<file path="src/verilog/scr_pkg.sv">
// Shared constants and carrier types of the system-bus register responder
package scr_pkg;
  // Register offsets within the node's window (byte offsets, bits 6:0)
  localparam logic [6:0] OFF_DEV  = 7'h00; // device_type
  localparam logic [6:0] OFF_BER  = 7'h04; // bus_error
  localparam logic [6:0] OFF_FADR = 7'h08; // failing_address
  localparam logic [6:0] OFF_GPR  = 7'h0c; // general_purpose
  localparam logic [6:0] OFF_NCSR = 7'h1c; // node_control_status
  localparam logic [6:0] OFF_BCR  = 7'h24; // bus_control
  localparam logic [6:0] OFF_FAER = 7'h2c; // failing_address_extension
  localparam logic [6:0] OFF_BEER = 7'h34; // bus_error_extension
  localparam logic [6:0] OFF_WF0  = 7'h40; // writeback0_failing_address
  localparam logic [6:0] OFF_WF1  = 7'h44; // writeback1_failing_address
  // Window placement: each node owns one 512 KB window above the base
  localparam int unsigned NS_SHIFT       = 19;
  localparam logic [31:0] NODESPACE_BASE = 32'h2180_0000;
  // Field positions
  localparam int unsigned BER_WEI_BIT  = 27; // write_error_flag
  localparam int unsigned BER_ERR_BIT  = 31; // Summary of a logged bus error
  localparam int unsigned BCR_HEIE_BIT = 0;  // Hard error interrupt enable
  // Reset values
  localparam logic [31:0] RST_WORD = 32'h0000_0000;
  localparam logic [31:0] RST_BCR  = 32'h0000_0001;
  // Identity word; the value is arbitrary
  localparam logic [31:0] DEV_TYPE_ID = 32'h0000_5a01;

  // Commands of a register reference
  typedef enum logic [1:0] {
    CMD_READ,
    CMD_IREAD,
    CMD_WMASK,
    CMD_UWMASK
  } scr_cmd_type;

  // Kind of transaction issued toward the bus
  typedef enum logic [1:0] {
    TX_NONE,
    TX_RSP,
    TX_WB,
    TX_CPU
  } scr_tx_type;

  // One register reference from a bus node or the local processor
  typedef struct packed {
    logic        valid;
    scr_cmd_type cmd;
    logic [31:0] addr;
    logic [3:0]  mask;
    logic [31:0] wdata;
  } scr_ref_type;

  // Implied-vector interrupt seen on the bus
  typedef struct packed {
    logic        valid;
    logic        write_err;
    logic [15:0] mask;
  } scr_ivi_type;

  // Error event from the commander side
  typedef struct packed {
    logic        valid;
    logic        wb;
    logic        queue;
    logic [31:0] addr;
    logic [31:0] addr_ext;
    logic [31:0] code;
  } scr_err_type;
endpackage : scr_pkg

</file>
<file path="src/verilog/scr_responder.sv">
// Register responder of the system-bus interface: decode, side effects, response
// Summary of operation
// - Writes ignore byte mask, update full longword
// - Interlocked commands behave as plain ones
// - Negative acknowledge while a read is pending
// - Read-only writes acknowledged, nothing changes
// - Longword access only, full word returned
// - Only own node window is decoded
// - Separate failing address per writeback queue
// - Fixed register offsets from window base
// - Write-error interrupt sets flag, raises hard error
// - Priority: read response, writeback, processor
module scr_responder
(
  // Clock and reset
  input  wire logic                 SYS_CLK,
  input  wire logic                 RST_N,
  // Node identity pins
  input  wire logic [3:0]           NODE_ID,
  // Register reference and its acknowledge
  input  wire scr_pkg::scr_ref_type REF,
  output      logic                 REF_ACK,
  output      logic                 REF_NACK,
  // Error and interrupt events
  input  wire scr_pkg::scr_ivi_type IVI,
  input  wire scr_pkg::scr_err_type ERR,
  output      logic                 HARD_ERR_IRQ,
  // Pending outbound work
  input  wire logic [1:0]           WB_PEND,
  input  wire logic                 CPU_PEND,
  // Outbound transaction
  input  wire logic                 TX_READY,
  output      logic                 TX_VALID,
  output      scr_pkg::scr_tx_type  TX_KIND,
  output      logic [31:0]          TX_DATA
);

  logic [3:0]  node_meta;       // First stage of the pin synchroniser
  logic [3:0]  node_id;         // Synchronised node number
  logic        hit;             // Reference falls in this node's window
  logic [6:0]  off;             // Longword offset, byte bits dropped
  logic        listed_area;     // Inside the decoded 128-byte area
  logic        is_read;         // Read or interlocked read
  logic        take;            // Reference accepted this cycle
  logic        rd_pend;         // Single responder slot holds a read
  logic [31:0] rd_data_q;       // Data waiting to be returned
  logic [31:0] next_rd_data;    // Read mux result
  logic [31:0] bus_error;       // Error flags
  logic [31:0] failing_address; // Last failing address
  logic [31:0] general_purpose; // Scratch register
  logic [31:0] node_control_status;
  logic [31:0] bus_control;
  logic [31:0] failing_address_extension;
  logic [31:0] bus_error_extension;
  logic [31:0] wb_fail [2];     // Per-queue failing addresses
  logic        wei_hit;         // Write-error interrupt aimed at us
  logic        tx_done;         // Outbound handshake this cycle

  // Tag of this node's window in the upper address bits
  function automatic logic [12:0] ns_tag(input logic [3:0] id);
    ns_tag = 13'(scr_pkg::NODESPACE_BASE[31:scr_pkg::NS_SHIFT] + 13'(id));
  endfunction : ns_tag

  // Node pins cross two flops before use
  always_ff @(posedge SYS_CLK)
  begin
    if (!RST_N)
    begin
      node_meta <= 4'h0;
      node_id   <= 4'h0;
    end
    else
    begin
      node_meta <= NODE_ID;
      node_id   <= node_meta;
    end
  end

  // Decode; private space and other windows never match
  always_comb
  begin
    hit         = REF.valid && (REF.addr[31:scr_pkg::NS_SHIFT] == ns_tag(node_id));
    off         = {REF.addr[6:2], 2'b00};
    listed_area = (REF.addr[scr_pkg::NS_SHIFT-1:7] == '0);
    is_read     = (REF.cmd == scr_pkg::CMD_READ) || (REF.cmd == scr_pkg::CMD_IREAD);
    take        = hit && !rd_pend;
    wei_hit     = IVI.valid && IVI.write_err && IVI.mask[node_id];
    tx_done     = TX_VALID && TX_READY;
  end

  // Read mux over the full longwords
  always_comb
  begin
    next_rd_data = scr_pkg::RST_WORD;
    if (listed_area)
    begin
      case (off)
        scr_pkg::OFF_DEV:  next_rd_data = scr_pkg::DEV_TYPE_ID;
        scr_pkg::OFF_BER:  next_rd_data = bus_error;
        scr_pkg::OFF_FADR: next_rd_data = failing_address;
        scr_pkg::OFF_GPR:  next_rd_data = general_purpose;
        scr_pkg::OFF_NCSR: next_rd_data = node_control_status;
        scr_pkg::OFF_BCR:  next_rd_data = bus_control;
        scr_pkg::OFF_FAER: next_rd_data = failing_address_extension;
        scr_pkg::OFF_BEER: next_rd_data = bus_error_extension;
        scr_pkg::OFF_WF0:  next_rd_data = wb_fail[0];
        scr_pkg::OFF_WF1:  next_rd_data = wb_fail[1];
        default:           next_rd_data = scr_pkg::RST_WORD;
      endcase
    end
  end

  // Acknowledge; a busy slot refuses everything, the sender retries
  always_ff @(posedge SYS_CLK)
  begin
    if (!RST_N)
    begin
      REF_ACK  <= 1'b0;
      REF_NACK <= 1'b0;
    end
    else
    begin
      REF_ACK  <= take;
      REF_NACK <= hit && rd_pend;
    end
  end

  // Single responder slot: loaded by a read, freed when data goes out
  always_ff @(posedge SYS_CLK)
  begin
    if (!RST_N)
    begin
      rd_pend   <= 1'b0;
      rd_data_q <= scr_pkg::RST_WORD;
    end
    else if (take && is_read)
    begin
      rd_pend   <= 1'b1;
      rd_data_q <= next_rd_data;
    end
    else if (tx_done && (TX_KIND == scr_pkg::TX_RSP))
      rd_pend <= 1'b0;
  end

  // Read-write registers take the whole word; mask is not looked at
  always_ff @(posedge SYS_CLK)
  begin
    if (!RST_N)
    begin
      general_purpose     <= scr_pkg::RST_WORD;
      node_control_status <= scr_pkg::RST_WORD;
      bus_control         <= scr_pkg::RST_BCR;
    end
    else if (take && !is_read && listed_area)
    begin
      if (off == scr_pkg::OFF_GPR)
        general_purpose <= REF.wdata;
      if (off == scr_pkg::OFF_NCSR)
        node_control_status <= REF.wdata;
      if (off == scr_pkg::OFF_BCR)
        bus_control <= REF.wdata;
    end
  end

  // Error flags: hardware sets, writing one clears, a set wins the tie
  always_ff @(posedge SYS_CLK)
  begin
    if (!RST_N)
      bus_error <= scr_pkg::RST_WORD;
    else
    begin
      if (take && !is_read && listed_area && (off == scr_pkg::OFF_BER))
        bus_error <= bus_error & ~REF.wdata;
      if (wei_hit)
        bus_error[scr_pkg::BER_WEI_BIT] <= 1'b1;
      if (ERR.valid)
        bus_error[scr_pkg::BER_ERR_BIT] <= 1'b1;
    end
  end

  // Failure capture; software writes here are acknowledged and dropped
  always_ff @(posedge SYS_CLK)
  begin
    if (!RST_N)
    begin
      failing_address           <= scr_pkg::RST_WORD;
      failing_address_extension <= scr_pkg::RST_WORD;
      bus_error_extension       <= scr_pkg::RST_WORD;
      wb_fail[0]                <= scr_pkg::RST_WORD;
      wb_fail[1]                <= scr_pkg::RST_WORD;
    end
    else if (ERR.valid)
    begin
      failing_address           <= ERR.addr;
      failing_address_extension <= ERR.addr_ext;
      bus_error_extension       <= ERR.code;
      if (ERR.wb)
        wb_fail[ERR.queue] <= ERR.addr;
    end
  end

  // Hard error line follows the flag when enabled
  always_ff @(posedge SYS_CLK)
  begin
    if (!RST_N)
      HARD_ERR_IRQ <= 1'b0;
    else
      HARD_ERR_IRQ <= (bus_error[scr_pkg::BER_WEI_BIT] || wei_hit) && bus_control[scr_pkg::BCR_HEIE_BIT];
  end

  // Outbound arbiter: holds until taken, then idles one cycle
  always_ff @(posedge SYS_CLK)
  begin
    if (!RST_N)
    begin
      TX_VALID <= 1'b0;
      TX_KIND  <= scr_pkg::TX_NONE;
      TX_DATA  <= scr_pkg::RST_WORD;
    end
    else if (TX_VALID)
    begin
      if (TX_READY)
      begin
        TX_VALID <= 1'b0;
        TX_KIND  <= scr_pkg::TX_NONE;
      end
    end
    else if (rd_pend)
    begin
      TX_VALID <= 1'b1;
      TX_KIND  <= scr_pkg::TX_RSP;
      TX_DATA  <= rd_data_q;
    end
    else if (|WB_PEND)
    begin
      TX_VALID <= 1'b1;
      TX_KIND  <= scr_pkg::TX_WB;
    end
    else if (CPU_PEND)
    begin
      TX_VALID <= 1'b1;
      TX_KIND  <= scr_pkg::TX_CPU;
    end
  end
endmodule : scr_responder

</file>
<file path="config.mk">
export PLATFORM = sky130hd
export DESIGN_NAME = scr_responder
export DESIGN_NICKNAME = d
export VERILOG_FILES = /design/src/verilog/scr_pkg.sv /design/src/verilog/scr_responder.sv
export SDC_FILE = /design/constraint.sdc
export NUM_CORES = 1
export LEC_CHECK = 0
export BUFFER_PORTS_ARGS = -buffer_cell sky130_fd_sc_hd__clkbuf_2
export CAP_MARGIN = 20
export CORE_MARGIN = 2
export CORE_UTILIZATION = 24
export DETAILED_ROUTE_END_ITERATION = 8
export PLACE_DENSITY_LB_ADDON = 0.12
export SKIP_CTS_REPAIR_TIMING = 1
export SLEW_MARGIN = 5
export SYNTH_ARGS = -nofsm -noshare
export SYNTH_HDL_FRONTEND = slang
export SYNTH_SLANG_ARGS = --single-unit
</file>
<file path="constraint.sdc">
create_clock -name SYS_CLK -period 6.3 [get_ports SYS_CLK]
set_input_delay 0.315 -clock SYS_CLK [delete_from_list [all_inputs] [get_ports SYS_CLK]]
set_output_delay 0.315 -clock SYS_CLK [all_outputs]
set_load 0.01 [all_outputs]
</file>
# After elaboration in Yosys (flattened, before gate mapping)
# Memories as Yosys holds them, arrays and structs flattened.
# Index checks and enable logic that the tools add are counted.
[word_totals]
out_inout_bits = 38
mem_count = 1
ramBits = 64
latchBits = 0
romBits = 0
register_bits = 303
input_bits = 198
elab_cells = 95
[classes]
n_mux = 27
n_lt_le_gt_ge = 1
mul = 0
add_sub_neg = 1
eq_ne = 13
n_bitwise = 3
shift = 0
n_reduce_logical = 30
div_mod_pow = 0
[memory_table]
columns = ["name", "depth", "width", "read_ports", "rd_clocked_by_memory_dff", "write_ports", "line", "rtl"]
rows = [
  ["wb_fail", 2, 32, 2, 0, 2, "scr_responder.sv:55", "logic [31:0] wb_fail [2];"],
]
[ops]
columns = ["cell", "count"]
rows = [
  ["one-hot mux 32 bit (10 select lines)", 1],
  ["two-way mux 32 bit", 3],
  ["AND 32 bit", 1],
  ["inverter 32 bit", 1],
  ["OR reduction 32 bit", 1],
  ["two-way mux 1 bit", 17],
  ["equality test 5 x 4 -> 1 bit, second input constant", 3],
  ["equality test 13 x 12 -> 1 bit", 1],
  ["adder 11 x 4 -> 12 bit, first input constant", 1],
  ["logical AND 1 bit", 12],
  ["zero test 12 bit", 1],
  ["equality test 5 x 2 -> 1 bit, second input constant", 2],
  ["equality test 5 bit, second input constant", 2],
  ["two-way mux 2 bit", 5],
  ["AND reduction 2 bit", 5],
  ["zero test 7 bit", 1],
  ["nonzero test 2 bit", 3],
  ["equality test 5 x 1 -> 1 bit, second input constant", 1],
  ["equality test 5 x 3 -> 1 bit, second input constant", 1],
  ["< comparator 4 x 5 -> 1 bit, second input constant", 1],
  ["binary-select mux 1 bit (select 4 bit)", 1],
  ["equality test 2 x 1 -> 1 bit, second input constant", 2],
  ["nonzero test 4 bit", 1],
  ["zero test 1 bit", 2],
  ["5 further kinds", 6],
]

# Depth between registers and ports, before layout
[depth]
ltp_word = 9
mapped_depth = 9
mapped_depth_nobuf = 5

# Worst setup path after synthesis
# No wires, ideal clock.
[synth_path]
kind = "input to register"
start = "input ERR[98] (netlist name)"
end = "memory wb_fail[1][0] (enable)"
arrival_time_ns = 3.005
t_required_ns = 5.834
stages = 3
slack_ns = 2.829
path_cell_list = "clkbuf_1 -> nand3_1 -> o21ai_0"
[synth_rtl]
columns = ["element", "line", "rtl"]
rows = [
  ["start, declared", "scr_responder.sv:26", "input wire scr_pkg::scr_err_type ERR,"],
  ["end, declared", "scr_responder.sv:55", ""],
]

# Final worst setup path
[layout_path]
start = "input REF[38] (netlist name)"
end = "register rd_data_q[13]"
[layout_via]
elab_chain_len = 3
[layout_rtl]
columns = ["element", "line", "rtl"]
rows = [
  ["start, declared", "scr_responder.sv:21", "input wire scr_pkg::scr_ref_type REF,"],
  ["equality test 5 bit (tied with other cells)", "scr_responder.sv:97", "case (off)"],
  ["one-hot mux 32 bit (10 select lines) *", "scr_responder.sv:97", ""],
  ["two-way mux 32 bit *", "scr_responder.sv:95", "if (listed_area)"],
  ["end signal, assigned", "scr_responder.sv:134", "rd_data_q <= scr_pkg::RST_WORD;"],
  ["end signal, assigned", "scr_responder.sv:139", "rd_data_q <= next_rd_data;"],
  ["end, declared", "scr_responder.sv:46", "logic [31:0] rd_data_q;"],
]
# Every way passes the cells marked *; elsewhere a longest branch is shown, timed or not.
# A chain may end at the register's enable or synchronous reset.

==> flow_metrics.env <==
export IMPL_die_w_um=256.0
export IMPL_gp_congestion=0.7863
export IMPL_final_nets=2074
export IMPL_drv_cap=0
export IMPL_path_clk_slew_ns=0.06
export IMPL_avgViaCountPerCell=4.711
export IMPL_rows=92
export IMPL_hold_class="in2reg"
export IMPL_grt_pass1_wl_um=90070
export IMPL_fin_skew_ns=0.01126
export IMPL_grt_pass1_vias=12870
export IMPL_async_flop_share_pct=0
export IMPL_synth_edf_count=64
export IMPL_critPathRequiredTime_ns=6.81
export IMPL_hold_violations=25
export IMPL_dr_pass1_iters=5
export IMPL_powerDensity_nw_per_um2=283.6
export IMPL_max_stage_delay_ns=0.63
export IMPL_criticalPathCategory="in2reg"
export IMPL_vias=13010
export IMPL_grt_ovfl_total=0
export IMPL_synth_fa_ha_area_share_pct=0
export IMPL_htreeDepth=2
export IMPL_fp_coreArea_um2=62970
export IMPL_yosysSeqAreaShare_pct=52.40
export IMPL_violations="negative hold slack"
export IMPL_die_area_um2=65550
export IMPL_rsz0062_at_grt="no"
export IMPL_fmax_mhz=359.0
export IMPL_crit_path_end="rd_data_q[13]$_SDFFE_PN0P_"
export IMPL_route_detailed_drc=0
export IMPL_cts_root_buf="clkbuf_16"
export IMPL_cts_tree="done"
export IMPL_cts_sinks=367
export IMPL_setup_viol=0
export IMPL_initial_utilization_pct=24.21
export IMPL_worstSetupStartpoint="REF[38]"
export IMPL_io_pins=236
export IMPL_synth_top_family_by_area="simple AND/OR/NAND/NOR gates"
export IMPL_grt_max_degree=142
export IMPL_fin_total_pwr_uw=5477
export IMPL_grt_usage_pct=18.55
export IMPL_start_kind="input pin"
export IMPL_hold_ws_ns=-0.02645
export IMPL_routed_wl_um=62180
export IMPL_tns_ns=0
export IMPL_final_antenna_net_count=0
export IMPL_rrSetupSlack_ns=3.58
export IMPL_ys_seq_elements=367
export IMPL_ff2ff_path_depth=5
export IMPL_cp_max_fo=20
export IMPL_dp_cells=2611
export IMPL_slowest_stage="and3_1"
export IMPL_antenna_found_initial=6
export IMPL_instances_no_fill=2761
export IMPL_synth_xor_area_share_pct=0.3283
export IMPL_end_kind="register"
export IMPL_syn2layout_area_growth_pct=26.71
export IMPL_syn_instance_count=1636
export IMPL_max_slew_margin_pct=30.32
export IMPL_synth_ff_type="dfxtp_1"
export IMPL_clock_latency_ns=0.58
export IMPL_path_cells="clkbuf_2 > nor3b_2 > buf_4 > and3_1 > buf_4 > a222oi_1 > and3_1 > o21ai_2"
export IMPL_die_h_um=256.0
export IMPL_port_buffers=228
export IMPL_synthMuxAreaShare_pct=7.806
export IMPL_cp_arrival_ns=3.29
export IMPL_period_needed_ns=2.785
export IMPL_synth_distinct_cells=63
export IMPL_timing_final_crit_share_pct=44.21
export IMPL_leakage_uw=0.007415
export IMPL_synth_simple_gate_area_share_pct=21.74
export IMPL_r2r_end="bus_control[17]$_SDFFE_PN0P_"
export IMPL_syn_area_um2=15240
export IMPL_yosysWarnings=0
export IMPL_ir_worst_vdd_v=0.0001551
export IMPL_place_hpwl_um=39430
export IMPL_outcome="complete, but fails checks"
export IMPL_syn_nets=1834
export IMPL_drive_gt1_share_pct=20.43
export IMPL_tightest_slew_ns=1.043
export IMPL_wl_per_cell_um=22.52
export IMPL_r2r_start="node_id[1]$_SDFF_PN0_"
export IMPL_syn_area_per_cell_um2=9.317
export IMPL_slew_violations=0
export IMPL_drtIter0Drc=895
export IMPL_cts_buffer_depth=3
export IMPL_synth_compound_area_share_pct=13.54
export IMPL_cts_buffers=46
## worst max-delay path: cells and delay by family
kind	cells	cell delay, ns
AND/OR/NAND/NOR	3	1.43
AO/OA/AOI/OAI	2	0.29
buffers and inverters	3	1.23
## how the worst min path moves through the flow
| stage | to | from | cells past startpoint | slack (ns) |
|---|---|---|---|---|
| 6_report | bus_error_extension[10]$_SDFFE_PN0P_ | ERR[10] | 3 | -0.03 |
| 5_1_grt | bus_error_extension[19]$_SDFFE_PN0P_ | ERR[19] | 3 | 0.0008 |
| 4_1_cts | node_meta[1]$_SDFF_PN0_ | NODE_ID[1] | 2 | -0.08 |
| 3_5_place_dp | bus_error[15]$_SDFFE_PN0P_ | bus_error[15]$_SDFFE_PN0P_ | 2 | 0.42 |
| 3_3_place_gp | bus_error[17]$_SDFFE_PN0P_ | bus_error[17]$_SDFFE_PN0P_ | 2 | 0.41 |
| 2_1_floorplan | bus_error[15]$_SDFFE_PN0P_ | REF[15] | 1 | 0.40 |
## sequential cells by signal (all words and copies together) (netlist names)
signal	flops
rd_pend	1
REF_NACK	1
general_purpose	32
node_id	4
failing_address_extension	32
REF_ACK	1
rd_data_q	32
TX_DATA	32
wb_fail	64
node_meta	4
HARD_ERR_IRQ	1
bus_error_extension	32
failing_address	32
bus_control	32
node_control_status	32
bus_error	32
TX_VALID	1
TX_KIND	2
## where the power goes
part | leakage [uW] | switching (uW) | internal (uW)
sequential | 0.00308 | 39.0 | 2460
combinational | 0.00361 | 224 | 149
clock | 0.000723 | 1050 | 1560
total | 0.00741 | 1310 | 4170
## logic make-up (layout without fill, tap and decap cells)
family / Yosys count / after routing
DFF: 367 / 367
xor gates and xnor gates: 4 / 4
buffers and inverters: 143 / 421
AOI/OAI and AO/OA: 315 / 315
other: 0 / 1
muxes: 115 / 115
and+or+nand+nor: 692 / 692
## layout make-up
cell class                      instances  area (um2)
Fill cell                            6670       43650
Antenna cell                            1       2.502
Timing Repair Buffer                  321        2033
Tap cell                              846        1059
Multi-Input combinational cell       1126        6700
Clock buffer                           71        1359
Inverter                               14       57.56
Clock inverter                         15       116.4
Sequential cell                       367        7988
## cell usage in the layout, fill, tap and decap left out, types with 7 or more instances in the layout
master	netlist	final
dlygate4sd3_1	0	62
a32o_1	8	8
and3_1	50	50
and2_1	80	78
dfxtp_1	303	303
nor2_1	105	102
a2111oi_0	13	13
a22oi_1	46	46
clkinv_1	0	7
nor2b_1	9	7
nand4_1	7	7
edfxtp_1	64	64
clkbuf_2	0	227
clkbuf_16	0	49
nand3_1	24	24
clkbuf_1	72	17
a222oi_1	8	8
buf_4	3	29
a21oi_1	161	161
o21ai_2	30	30
nand2_1	353	353
mux2_2	8	8
a221oi_1	10	10
mux2i_1	102	102
and4_1	25	25
inv_1	14	13
## metal layers
metal	routed length, um	part of all wire [%]	track usage (%)
met2	28580	46	30.30
met5	54	0.087	0
met1	28840	46	24.68
met4	1431	2.3	5.718
met3	3278	5.3	3.605
## per-stage QoR
stage               cell area (um2)  util [%]  setup slack, ns
floorplan                     15240         -            2.829
global placement              17190     27.30            2.848
detailed placement            17190     27.30            2.826
CTS                           18660     29.64            3.454
global route                  19310     30.68            3.413
finish                        19310     30.68            3.515
## synthesized netlist by cell type, types with 25 or more instances
library cell,count,share of area [%]
dfxtp_1,303,40
nor2_1,105,2.6
a22oi_1,46,2.3
nand2_1,353,8.7
and2_1,80,3.3
clkbuf_1,72,1.8
o21ai_2,30,1.7
and3_1,50,2.1
edfxtp_1,64,13
mux2i_1,102,6.7
and4_1,25,1.4
a21oi_1,161,5.3
buf_2,42,1.4
(Power assumes the default switching activity.)
